**src/touch_cfg_pkg.sv**
```systemverilog
// touch_cfg_pkg: register map, field layout and reset values of the
// touch acquisition configuration register block.
// assumes: a 32-bit apb bus with byte addresses, one word per register.
package touch_cfg_pkg;

  // ************************************************************
  // register byte offsets
  // ************************************************************
  localparam logic [7:0] DISCHARGE_SOURCE_CONTROL_OFFSET = 8'h5c;
  localparam logic [7:0] SPREAD_SPECTRUM_CONFIG_OFFSET = 8'h60;
  localparam logic [7:0] SENSE_A_DRIVE_CONTROL_OFFSET = 8'h64;
  localparam logic [7:0] SENSE_B_DRIVE_CONTROL_OFFSET = 8'h68;
  localparam logic [7:0] AUTONOMOUS_BASELINE_COUNT_OFFSET = 8'h6c;
  localparam logic [7:0] AUTONOMOUS_CURRENT_COUNT_OFFSET = 8'h70;
  localparam logic [7:0] TOUCH_STATE_WRITE_OFFSET = 8'h78;
  localparam logic [7:0] TOUCH_STATE_READBACK_OFFSET = 8'h7c;

  // ************************************************************
  // field layout of the discharge source control register
  // ************************************************************
  localparam int SOURCE_COUNT = 8;
  localparam int SOURCE_ENABLE_LSB = 0;
  localparam int TRIM_LSB = 8;
  localparam int TRIM_WIDTH = 5;
  localparam int REF_RESISTOR_SELECT_BIT = 16;
  localparam int REF_VOLTAGE_SELECT_BIT = 17;
  localparam int GLOBAL_SOURCE_ENABLE_BIT = 23;
  localparam int CURRENT_SINK_FORCE_LSB = 24;

  // ************************************************************
  // other fields
  // ************************************************************
  localparam int SPREAD_PEAK_SHIFT_WIDTH = 8;
  localparam int SENSE_LINE_COUNT = 17;
  localparam int TALLY_WIDTH = 16;
  localparam int IDLE_TALLY_LSB = 0;
  localparam int DETECT_TALLY_LSB = 16;
  localparam int DETECT_TALLY_WIDTH = 8;
  localparam int SKIP_CALIBRATION_BIT = 24;
  localparam int TOUCH_STATE_WIDTH = 25;

  // ************************************************************
  // reset values and spread-spectrum generator constants
  // ************************************************************
  localparam logic [31:0] DISCHARGE_SOURCE_CONTROL_RESET = 32'h0000_0000;
  localparam logic [7:0] SPREAD_SPECTRUM_CONFIG_RESET = 8'h00;
  localparam logic [31:0] SENSE_DRIVE_CONTROL_RESET = 32'h0000_0000;
  localparam logic [24:0] TOUCH_STATE_RESET = 25'h000_0000;
  localparam logic [15:0] SPREAD_LFSR_SEED = 16'hace1;
  localparam logic [15:0] SPREAD_LFSR_TAPS = 16'hb400;
  localparam int PRESCALE_DIVIDE_DEFAULT = 4;

endpackage : touch_cfg_pkg

```
**src/touch_acquisition_config_regs.sv**
```systemverilog
// touch_acquisition_config_regs: apb register block that configures the
// discharge current sources, reference, spread-spectrum deviation and
// resistive sense drive of a capacitive touch acquisition unit, and that
// carries the detection algorithm state to and from software.
// assumes: one clock, the acquisition engine drives the phase and count
// inputs synchronous to clk_sys, and the analog side decodes the trim.

`timescale 1ns/1ps
`default_nettype none

module touch_acquisition_config_regs #(
  parameter int SENSE_LINES = touch_cfg_pkg::SENSE_LINE_COUNT,
  parameter int PRESCALE_DIVIDE = touch_cfg_pkg::PRESCALE_DIVIDE_DEFAULT
) (
  // clock and reset
  input wire logic clk_sys,
  input wire logic reset_n,
  // apb slave
  input wire logic psel,
  input wire logic penable,
  input wire logic pwrite,
  input wire logic [7:0] paddr,
  input wire logic [31:0] pwdata,
  output logic [31:0] prdata,
  output logic pready,
  output logic pslverr,
  // acquisition engine phases
  input wire logic acquisition_window,
  input wire logic burst_phase,
  input wire logic spread_enable,
  input wire logic burst_start,
  // autonomous sensor counts
  input wire logic [15:0] auto_base_count,
  input wire logic [15:0] auto_current_count,
  // detection algorithm state exchange
  input wire logic state_update,
  input wire logic [24:0] state_update_data,
  output logic state_load,
  output logic [24:0] state_load_data,
  // analog current source controls
  output logic [7:0] source_on,
  output logic global_source_enable,
  output logic ref_voltage_select,
  output logic ref_resistor_select,
  output logic [4:0] source_trim,
  // spread-spectrum burst deviation
  output logic [7:0] spread_peak_shift,
  output logic burst_shift_lengthen,
  output logic [7:0] burst_shift_cycles,
  // resistive sense drive
  output logic [SENSE_LINES-1:0] sense_line_a_soft,
  output logic [SENSE_LINES-1:0] sense_line_b_soft
);

  // ************************************************************
  // elaboration checks
  // ************************************************************
  // the drive registers are one word wide and the prescaler needs a tick
  if (SENSE_LINES < 1 || SENSE_LINES > 32) begin : g_bad_lines
    $error("SENSE_LINES must lie between 1 and 32");
  end
  if (PRESCALE_DIVIDE < 1 || PRESCALE_DIVIDE > 255) begin : g_bad_div
    $error("PRESCALE_DIVIDE must lie between 1 and 255");
  end

  // ************************************************************
  // reset release
  // ************************************************************
  logic rst_meta_n;
  logic rst_sync_n;

  // asynchronous assertion, release after two edges
  // the first flop feeds only the second, never the datapath
  always_ff @(posedge clk_sys or negedge reset_n) begin
    if (!reset_n) begin
      rst_meta_n <= 1'b0;
      rst_sync_n <= 1'b0;
    end else begin
      rst_meta_n <= 1'b1;
      rst_sync_n <= rst_meta_n;
    end
  end

  // ************************************************************
  // state of the block
  // ************************************************************
  typedef struct packed {
    logic [7:0] force_bits;
    logic global_en;
    logic vref_sel;
    logic rref_sel;
    logic [4:0] trim;
    logic [7:0] source_en;
    logic [7:0] peak_shift;
    logic [SENSE_LINES-1:0] drive_a;
    logic [SENSE_LINES-1:0] drive_b;
    logic [24:0] state_wr;
    logic [24:0] state_rb;
    logic state_load;
    logic [7:0] source_on;
    logic [SENSE_LINES-1:0] soft_a;
    logic [SENSE_LINES-1:0] soft_b;
    logic [15:0] lfsr;
    logic [7:0] prescale;
    logic shift_lengthen;
    logic [7:0] shift_cycles;
    logic [31:0] prdata;
    logic pslverr;
  } regs_t;

  regs_t state_reg;
  regs_t state_next;

  // ************************************************************
  // per-line gating
  // ************************************************************
  logic [7:0] source_on_next;
  logic [SENSE_LINES-1:0] soft_a_next;
  logic [SENSE_LINES-1:0] soft_b_next;

  // the global enable overrides even a forced source
  // a forced source stays on outside acquisition windows: test use only
  for (genvar n = 0; n < touch_cfg_pkg::SOURCE_COUNT; n++) begin : g_source
    assign source_on_next[n] = state_reg.global_en
      & (state_reg.force_bits[n]
      | (state_reg.source_en[n] & acquisition_window));
  end

  // soft drive only applies while the burst is running
  for (genvar n = 0; n < SENSE_LINES; n++) begin : g_sense
    assign soft_a_next[n] = state_reg.drive_a[n] & burst_phase;
    assign soft_b_next[n] = state_reg.drive_b[n] & burst_phase;
  end

  // ************************************************************
  // apb decode
  // ************************************************************
  logic setup_phase;
  logic write_access;
  logic addr_mapped;
  logic [31:0] read_word;
  logic [31:0] discharge_word;
  logic [31:0] drive_a_word;
  logic [31:0] drive_b_word;

  assign setup_phase = psel & ~penable;
  assign write_access = psel & penable & pwrite;

  // assemble the discharge control word, unused bits stay zero
  // reserved bits 22:18 and 15:13 are never assigned, so a write of ones
  // there cannot leak back on a read
  always_comb begin
    discharge_word = 32'h0000_0000;
    discharge_word[touch_cfg_pkg::CURRENT_SINK_FORCE_LSB +: 8] =
      state_reg.force_bits;
    discharge_word[touch_cfg_pkg::GLOBAL_SOURCE_ENABLE_BIT] =
      state_reg.global_en;
    discharge_word[touch_cfg_pkg::REF_VOLTAGE_SELECT_BIT] =
      state_reg.vref_sel;
    discharge_word[touch_cfg_pkg::REF_RESISTOR_SELECT_BIT] =
      state_reg.rref_sel;
    discharge_word[touch_cfg_pkg::TRIM_LSB +: touch_cfg_pkg::TRIM_WIDTH] =
      state_reg.trim;
    discharge_word[touch_cfg_pkg::SOURCE_ENABLE_LSB +: 8] =
      state_reg.source_en;
    drive_a_word = 32'h0000_0000;
    drive_a_word[SENSE_LINES-1:0] = state_reg.drive_a;
    drive_b_word = 32'h0000_0000;
    drive_b_word[SENSE_LINES-1:0] = state_reg.drive_b;
  end

  // read mux, evaluated in the setup cycle so prdata can be a flop
  always_comb begin
    read_word = 32'h0000_0000;
    addr_mapped = 1'b1;
    case (paddr)
      touch_cfg_pkg::DISCHARGE_SOURCE_CONTROL_OFFSET: begin
        read_word = discharge_word;
      end
      touch_cfg_pkg::SPREAD_SPECTRUM_CONFIG_OFFSET: begin
        read_word[7:0] = state_reg.peak_shift;
      end
      touch_cfg_pkg::SENSE_A_DRIVE_CONTROL_OFFSET: begin
        read_word = drive_a_word;
      end
      touch_cfg_pkg::SENSE_B_DRIVE_CONTROL_OFFSET: begin
        read_word = drive_b_word;
      end
      touch_cfg_pkg::AUTONOMOUS_BASELINE_COUNT_OFFSET: begin
        read_word[15:0] = auto_base_count;
      end
      touch_cfg_pkg::AUTONOMOUS_CURRENT_COUNT_OFFSET: begin
        read_word[15:0] = auto_current_count;
      end
      touch_cfg_pkg::TOUCH_STATE_WRITE_OFFSET: begin
        read_word = 32'h0000_0000;
      end
      touch_cfg_pkg::TOUCH_STATE_READBACK_OFFSET: begin
        read_word[24:0] = state_reg.state_rb;
      end
      default: begin
        addr_mapped = 1'b0;
      end
    endcase
  end

  // ************************************************************
  // spread-spectrum deviation
  // ************************************************************
  logic prescale_tick;
  logic [7:0] raw_shift;
  logic [15:0] lfsr_step;

  // the deviation source steps once per prescaled clock cycle
  // a slower step saves switching power but repeats deviations more often
  assign prescale_tick =
    (state_reg.prescale == 8'(PRESCALE_DIVIDE - 1));
  assign lfsr_step = state_reg.lfsr[0]
    ? ((state_reg.lfsr >> 1) ^ touch_cfg_pkg::SPREAD_LFSR_TAPS)
    : (state_reg.lfsr >> 1);
  assign raw_shift = state_reg.lfsr[7:0];

  // ************************************************************
  // next state
  // ************************************************************
  always_comb begin
    state_next = state_reg;
    state_next.state_load = 1'b0;
    state_next.source_on = source_on_next;
    state_next.soft_a = soft_a_next;
    state_next.soft_b = soft_b_next;

    // prescaler and pseudo-random deviation source
    if (prescale_tick) begin
      state_next.prescale = 8'h00;
      state_next.lfsr = lfsr_step;
    end else begin
      state_next.prescale = state_reg.prescale + 8'h01;
    end

    // clamp the deviation so a burst never moves by more than the limit
    // the sign bit lies outside the clamped byte, so it stays unbiased
    if (burst_start) begin
      if (spread_enable) begin
        state_next.shift_lengthen = state_reg.lfsr[15];
        state_next.shift_cycles = (raw_shift > state_reg.peak_shift)
          ? state_reg.peak_shift : raw_shift;
      end else begin
        state_next.shift_lengthen = 1'b0;
        state_next.shift_cycles = 8'h00;
      end
    end

    // read data and error are captured in the setup cycle
    if (setup_phase) begin
      state_next.prdata = pwrite ? 32'h0000_0000 : read_word;
      state_next.pslverr = ~addr_mapped;
    end

    // writes take effect at the access edge; unused bits are dropped
    if (write_access) begin
      case (paddr)
        touch_cfg_pkg::DISCHARGE_SOURCE_CONTROL_OFFSET: begin
          state_next.force_bits =
            pwdata[touch_cfg_pkg::CURRENT_SINK_FORCE_LSB +: 8];
          state_next.global_en =
            pwdata[touch_cfg_pkg::GLOBAL_SOURCE_ENABLE_BIT];
          state_next.vref_sel =
            pwdata[touch_cfg_pkg::REF_VOLTAGE_SELECT_BIT];
          state_next.rref_sel =
            pwdata[touch_cfg_pkg::REF_RESISTOR_SELECT_BIT];
          state_next.trim = pwdata[touch_cfg_pkg::TRIM_LSB +:
            touch_cfg_pkg::TRIM_WIDTH];
          state_next.source_en =
            pwdata[touch_cfg_pkg::SOURCE_ENABLE_LSB +: 8];
        end
        touch_cfg_pkg::SPREAD_SPECTRUM_CONFIG_OFFSET: begin
          state_next.peak_shift = pwdata[7:0];
        end
        touch_cfg_pkg::SENSE_A_DRIVE_CONTROL_OFFSET: begin
          state_next.drive_a = pwdata[SENSE_LINES-1:0];
        end
        touch_cfg_pkg::SENSE_B_DRIVE_CONTROL_OFFSET: begin
          state_next.drive_b = pwdata[SENSE_LINES-1:0];
        end
        touch_cfg_pkg::TOUCH_STATE_WRITE_OFFSET: begin
          // hand the new state to the algorithm with a one-cycle strobe
          state_next.state_wr = pwdata[24:0];
          state_next.state_load = 1'b1;
        end
        touch_cfg_pkg::TOUCH_STATE_READBACK_OFFSET: begin
          state_next.state_rb = pwdata[24:0];
        end
        default: begin
          state_next.state_load = 1'b0;
        end
      endcase
    end

    // algorithm update wins over a software write in the same cycle
    // software that races the algorithm loses its write and must reread
    // the readback register to see which value stuck
    if (state_update) begin
      state_next.state_rb = state_update_data;
    end
  end

  // ************************************************************
  // state register
  // ************************************************************
  // only the synchronised copy resets the state, so a release close to an
  // edge cannot leave half of the fields out of reset
  always_ff @(posedge clk_sys or negedge rst_sync_n) begin
    if (!rst_sync_n) begin
      state_reg <= '0;
      state_reg.force_bits <= touch_cfg_pkg::DISCHARGE_SOURCE_CONTROL_RESET
        [touch_cfg_pkg::CURRENT_SINK_FORCE_LSB +: 8];
      state_reg.source_en <= touch_cfg_pkg::DISCHARGE_SOURCE_CONTROL_RESET
        [touch_cfg_pkg::SOURCE_ENABLE_LSB +: 8];
      state_reg.peak_shift <= touch_cfg_pkg::SPREAD_SPECTRUM_CONFIG_RESET;
      state_reg.drive_a <=
        touch_cfg_pkg::SENSE_DRIVE_CONTROL_RESET[SENSE_LINES-1:0];
      state_reg.drive_b <=
        touch_cfg_pkg::SENSE_DRIVE_CONTROL_RESET[SENSE_LINES-1:0];
      state_reg.state_wr <= touch_cfg_pkg::TOUCH_STATE_RESET;
      state_reg.state_rb <= touch_cfg_pkg::TOUCH_STATE_RESET;
      state_reg.lfsr <= touch_cfg_pkg::SPREAD_LFSR_SEED; // never all zero
    end else begin
      state_reg <= state_next;
    end
  end

  // ************************************************************
  // outputs
  // ************************************************************
  // zero wait states: data was captured in the setup cycle
  // a count input that moves during the access cycle shows on the next read
  // only; the trade buys a flopped read bus with no wait states
  assign pready = 1'b1;
  assign prdata = state_reg.prdata;
  assign pslverr = state_reg.pslverr;

  // analog controls straight from flops
  assign source_on = state_reg.source_on;
  assign global_source_enable = state_reg.global_en;
  assign ref_voltage_select = state_reg.vref_sel;
  assign ref_resistor_select = state_reg.rref_sel;
  assign source_trim = state_reg.trim;
  assign spread_peak_shift = state_reg.peak_shift;
  assign burst_shift_lengthen = state_reg.shift_lengthen;
  assign burst_shift_cycles = state_reg.shift_cycles;
  assign sense_line_a_soft = state_reg.soft_a;
  assign sense_line_b_soft = state_reg.soft_b;
  assign state_load = state_reg.state_load;
  assign state_load_data = state_reg.state_wr;

endmodule : touch_acquisition_config_regs

`default_nettype wire

```
**config.mk**
```make
export PLATFORM = sky130hd
export DESIGN_NAME = touch_acquisition_config_regs
export DESIGN_NICKNAME = d
export VERILOG_FILES = /design/src/touch_cfg_pkg.sv /design/src/touch_acquisition_config_regs.sv
export SDC_FILE = /design/constraint.sdc
export NUM_CORES = 1
export LEC_CHECK = 0
export ABC_AREA = 1
export BUFFER_PORTS_ARGS = -buffer_cell sky130_fd_sc_hd__buf_2
export CORE_ASPECT_RATIO = 1.75
export CORE_MARGIN = 10
export CORE_UTILIZATION = 28
export DETAILED_ROUTE_END_ITERATION = 10
export MAX_ROUTING_LAYER = met4
export PLACE_DENSITY = 0.56
export SLEW_MARGIN = 20
export SYNTH_ARGS = -nofsm -noshare
export SYNTH_HDL_FRONTEND = slang
export SYNTH_SLANG_ARGS = --single-unit
```
**constraint.sdc**
```tcl
create_clock -name clk_sys -period 7.66 [get_ports clk_sys]
set_input_delay 0.766 -clock clk_sys [delete_from_list [all_inputs] [get_ports clk_sys]]
set_output_delay 0.766 -clock clk_sys [all_outputs]
set_load 0.01 [all_outputs]
```
Yosys cells after proc, flatten, opt, wreduce, memory -nomap -nowiden
Index checks and enable logic that the tools add are counted.
{"block": "word_totals", "reg_bits": 227, "input_bits": 107, "out_inout_bits": 127, "wordCells": 121}
{"block": "op_classes", "add_sub_neg": 1, "order_cmp": 1, "n_eq_ne": 9, "mux": 14, "bitwise": 64, "n_reduce_logical": 9}
{"op": "equality test 8 x 7 -> 1 bit (second input constant)", "count": 8}
{"op": "case mux 8 bit (7 select lines)", "count": 1}
{"op": "bitwise AND 1 bit", "count": 53}
{"op": "two-way mux 25 bit", "count": 2}
{"op": "case mux 8 bit (6 select lines)", "count": 1}
{"op": "case mux 9 bit (4 select lines)", "count": 1}
{"op": "two-way mux 32 bit", "count": 1}
{"op": "two-way mux 26 bit", "count": 1}
{"op": "two-way mux 16 bit", "count": 1}
{"op": "two-way mux 8 bit", "count": 2}
{"op": "AND reduction 2 bit", "count": 6}
{"op": "two-way mux 9 bit", "count": 1}
{"op": "adder 8 x 1 -> 8 bit (second input constant)", "count": 1}
{"op": "equality test 8 x 2 -> 1 bit (second input constant)", "count": 1}
{"op": "> comparator 8 bit", "count": 1}
{"op": "OR 1 bit", "count": 8}
{"op": "OR reduction 8 bit", "count": 1}
{"op": "two-way mux 7 bit", "count": 1}
{"op": "inverter 3 -> 4 bit", "count": 1}
{"op": "nonzero test 2 bit", "count": 2}
{"op": "two-way mux 1 bit", "count": 2}
{"op": "inverter 1 bit", "count": 2}

Depth between registers and ports, before layout
{"block": "depth", "ltp_word": 4, "depth_mapped": 14}

Worst setup path before layout
No wires, ideal clock.
{"block": "synth_path", "path_type": "input -> register", "startpoint": "input paddr[0]", "endpoint": "register state_reg (netlist bit state_load_data[24])", "t_arrival_ns": 1.844, "required_time_ns": 7.533, "setup_slack_ns": 5.688, "cell_stages": 8, "n_path_buf": 2, "cell_sequence": "inv_1 -> nand2_2 -> nor2_1 -> buf_4 -> nand2_2 -> nor2_8 -> buf_6 -> mux2_1"}
{"block": "synth_between", "elab_chain_len": 2}
{"element": "from (decl)", "line": "touch_acquisition_config_regs.sv:22", "source": "input wire logic [7:0] paddr,"}
{"element": "equality test 8 x 7 -> 1 bit", "line": "touch_acquisition_config_regs.sv:262", "source": "case (paddr)"}
{"element": "AND reduction 2 bit (no line)"}
{"element": "to (signal assigned)", "line": "touch_acquisition_config_regs.sv:329", "source": "state_reg <= state_next;"}
{"element": "to (decl)", "line": "touch_acquisition_config_regs.sv:111", "source": "regs_t state_reg;"}
No other way between the ends.
A chain may end at the register's enable or synchronous reset.

Worst setup path in the final report
{"block": "layout_path", "startpoint": "input paddr[0]", "endpoint": "register state_reg (netlist bit state_load_data[20])"}
Same word-level chain as after synthesis.

==> summary.txt <==
Status
  – Status: complete, no violations

Finish
  – Final instance area: 12400 um2
  – Most frequent cells in the layout: 343 x nand2_1, 232 x buf_2, 218 x dfrtp_1
  – Area grow syn2layout: 12.66%
  – Commonest non-fill, non-tap cell in the layout: nand2_1
  – Share of post-route cells with drive strength above 1: 0.2226
  – # nets final: roughly 1500
  – Largest register FFs: between 40 and 50

Synth
  – Leading area contributor after synthesis: dfrtp_1
  – Ys flop type: dfrtp_1
  – Post-synth top area share: 0.4978
  – Yosys warnings: 0
  – Yosys reg bits: around 230
  – Sequential element share of the synthesized area: 0.5169
  – Top cells by area, synth: dfrtp_1 50%, nand2_1 12%, buf_4 8.9%
  – Yosys cell types: 39
  – Mean area per synthesized cell: 8.540 um2
  – Post-synth design cell area: 11010 um2
  – EDFF count, synth: 0
  – Synthesized instance count: 1289
  – Asr flop ratio synth: 1.000

Drt
  – Vias: 8720
  – Routed length per placed instance: 20.71 um
  – Initial DRC Count: 721
  – # DRC: 0
  – Via density: 4.602
  – Final ANT Viol Nets: 0
  – DR pass1 iterations: 7
  – Final WL: 39250 um

Timing
  – Worst slew pin tran: roughly 1100 ps
  – Final Hold Viols: 0
  – Max Slew Vio Count: 0
  – Tmin final: 2556 ps
  – Fin crit share: 0.3336
  – RSZ-0062 raised after global routing: no
  – Endpoints failing setup: 0
  – Fmax: 391.3 MHz
  – Slew HR: 0.2934
  – Setup TNS: 0 ps
  – Layout Skew: 13.41 ps
  – Final WS setup: about 5100 ps

CTS
  – CTS root buf: clkbuf_16
  – Inserted Clock Buffers: 24
  – CTS sink cnt: around 230
  – Post-CTS Setup Inserts: 0
  – CTS tree: built
  – H-tree depth: 1
  – Cts repair resizes: 0
  – Clock-pin slew on the worst setup and hold paths: 60 ps
  – Clock Latency Late Sink: 540 ps
  – Clock tree buffer depth: 3

Placed design
  – Hpwl dp: 30410 um
  – Port bufs: 232
  – Pre-CTS WS: 4586 ps
  – GPL Wtd Cong: 0.8902
  – Area post-placement: 11640 um2

Pwr
  – Pleak: ~6.9 nW
  – Peak supply drop: 0.1534 mV
  – Power, Total: 2.524 mW
  – PwrDens: ~200 nW/um2

Floorplan
  – Full die area: 47960 um2
  – Vert. Die Dim: 282.3 um
  – Die W: approximately 170 um
  – Core box area: between 30000 and 40000 um2
  – Initial Util: 0.2820
  – I/O pin count: approximately 230
  – Std cell rows: 96

Critical path
  – Max Fanout on Critical Path: 45
  – Crit path DAT: 2970 ps
  – Worst endpoint required time: 8070 ps
  – Crit Path Class: in2reg
  – Crit start category: primary input
  – Worst setup EP type: register

Global routing
  – Largest net degree at the start of global routing: 73
  – First-pass GRT wire length: 57150 um
  – Vias in the first global route: around 9100
  – Grt total ovfl: 0
  – GRT Overall Usage: 0.1653
  – Initial antenna violation count: 8

Min path
  – Hold WC Path Type: reg2reg

Job
  – Total of max-cap violations: 0
-- Yosys cell counts (7+ instances only) --
| library cell | instances |
|---|---|
| buf_4 | 131 |
| nand2_2 | 7 |
| nor2_1 | 70 |
| ha_1 | 9 |
| o21ai_1 | 11 |
| a22oi_1 | 19 |
| o21a_1 | 19 |
| dfrtp_1 | 219 |
| buf_2 | 9 |
| a21oi_1 | 19 |
| inv_1 | 146 |
| nand2_1 | 343 |
| clkbuf_1 | 27 |
| a32o_1 | 12 |
| nand3_1 | 95 |
| o21ai_0 | 88 |
| dfstp_2 | 8 |
-- metrics by stage --
| stage | utilization | hold WS (ps) | std cells |
|---|---|---|---|
| 3_5_place_dp | 0.2982 | 342.6 | 1845 |
| 2_1_floorplan | - | 331.2 | 1290 |
| 3_3_place_gp | 0.2982 | 339.7 | 1845 |
| 4_1_cts | 0.3172 | 356.2 | 1887 |
| 6_report | 0.3177 | 353.6 | 1895 |
| 5_1_grt | 0.3177 | 358.1 | 1895 |
-- path summary, 6_finish.rpt --
kind / to / from / slack [ps] / depth (start not counted)
worst min-delay path: rst_sync_n / rst_meta_n / 350 / 0
worst max register to register: state_reg[62] / rst_sync_n / 5340 / 2
worst max-delay path: state_load_data[20] / paddr[0] / 5100 / 7
max in group asynchronous: state_reg[62] / rst_sync_n / 5340 / 2
min in group asynchronous: state_load_data[11] / rst_sync_n / 430 / 0
worst min register to register: rst_sync_n / rst_meta_n / 350 / 0
-- power breakdown --
| part | internal (mW) | switching (mW) | total, mW |
|---|---|---|---|
| Combinational | 0.0510 | 0.116 | 0.167 |
| Sequential | 1.23 | 0.0226 | 1.25 |
| Clock | 0.625 | 0.484 | 1.11 |
-- metal layers --
metal  global-route usage  part of all wire  vias to the layer above
li1                     -                 -                     4130
met1               0.1672              0.35                     4182
met2               0.2862              0.53                      306
met3              0.02738             0.056                      102
met4               0.1147             0.066                        0
met5                    -                 0                        -
-- worst max-delay path: stages --
cell and delay [ps]:
buf_2 90, inv_1 50, nand2_2 80, nor2_1 800, nand2_2 220, nor2_8 540
mux2_2 400
-- layout make-up --
class / instances / area, um2
timing repair buffer: 240 / 1224
inverter: 156 / 585.6
sequential: 227 / 5694
multi-input combinational: 733 / 3535
tap: 490 / 613.1
antenna: 8 / 20.02
clock buffer: 35 / 693.2
clock inverter: 6 / 37.54
fill: 4156 / 26640
-- timing repair --
action | CTS | global route
hold buffers | 1 | 0
endpoints found under the hold margin | 2 | 0
setup endpoints to repair | 0 | 0
-- cells by family (layout without fill, tap and decap cells) --
group / after synthesis / after routing / share of synthesized area
AO/OA/AOI/OAI: 178 / 178 / 0.09786
XOR/XNOR: 6 / 6 / 0.004774
adder cells (fa/ha/maj): 9 / 9 / 0.01023
buffers and inverters: 330 / 437 / 0.1623
flip-flops: 227 / 227 / 0.5169
multiplexers: 6 / 6 / 0.006137
other: 1 / 10 / 0.0003407
AND/OR/NAND/NOR: 532 / 532 / 0.2014
Note: power is estimated with default switching activity, not from simulation.
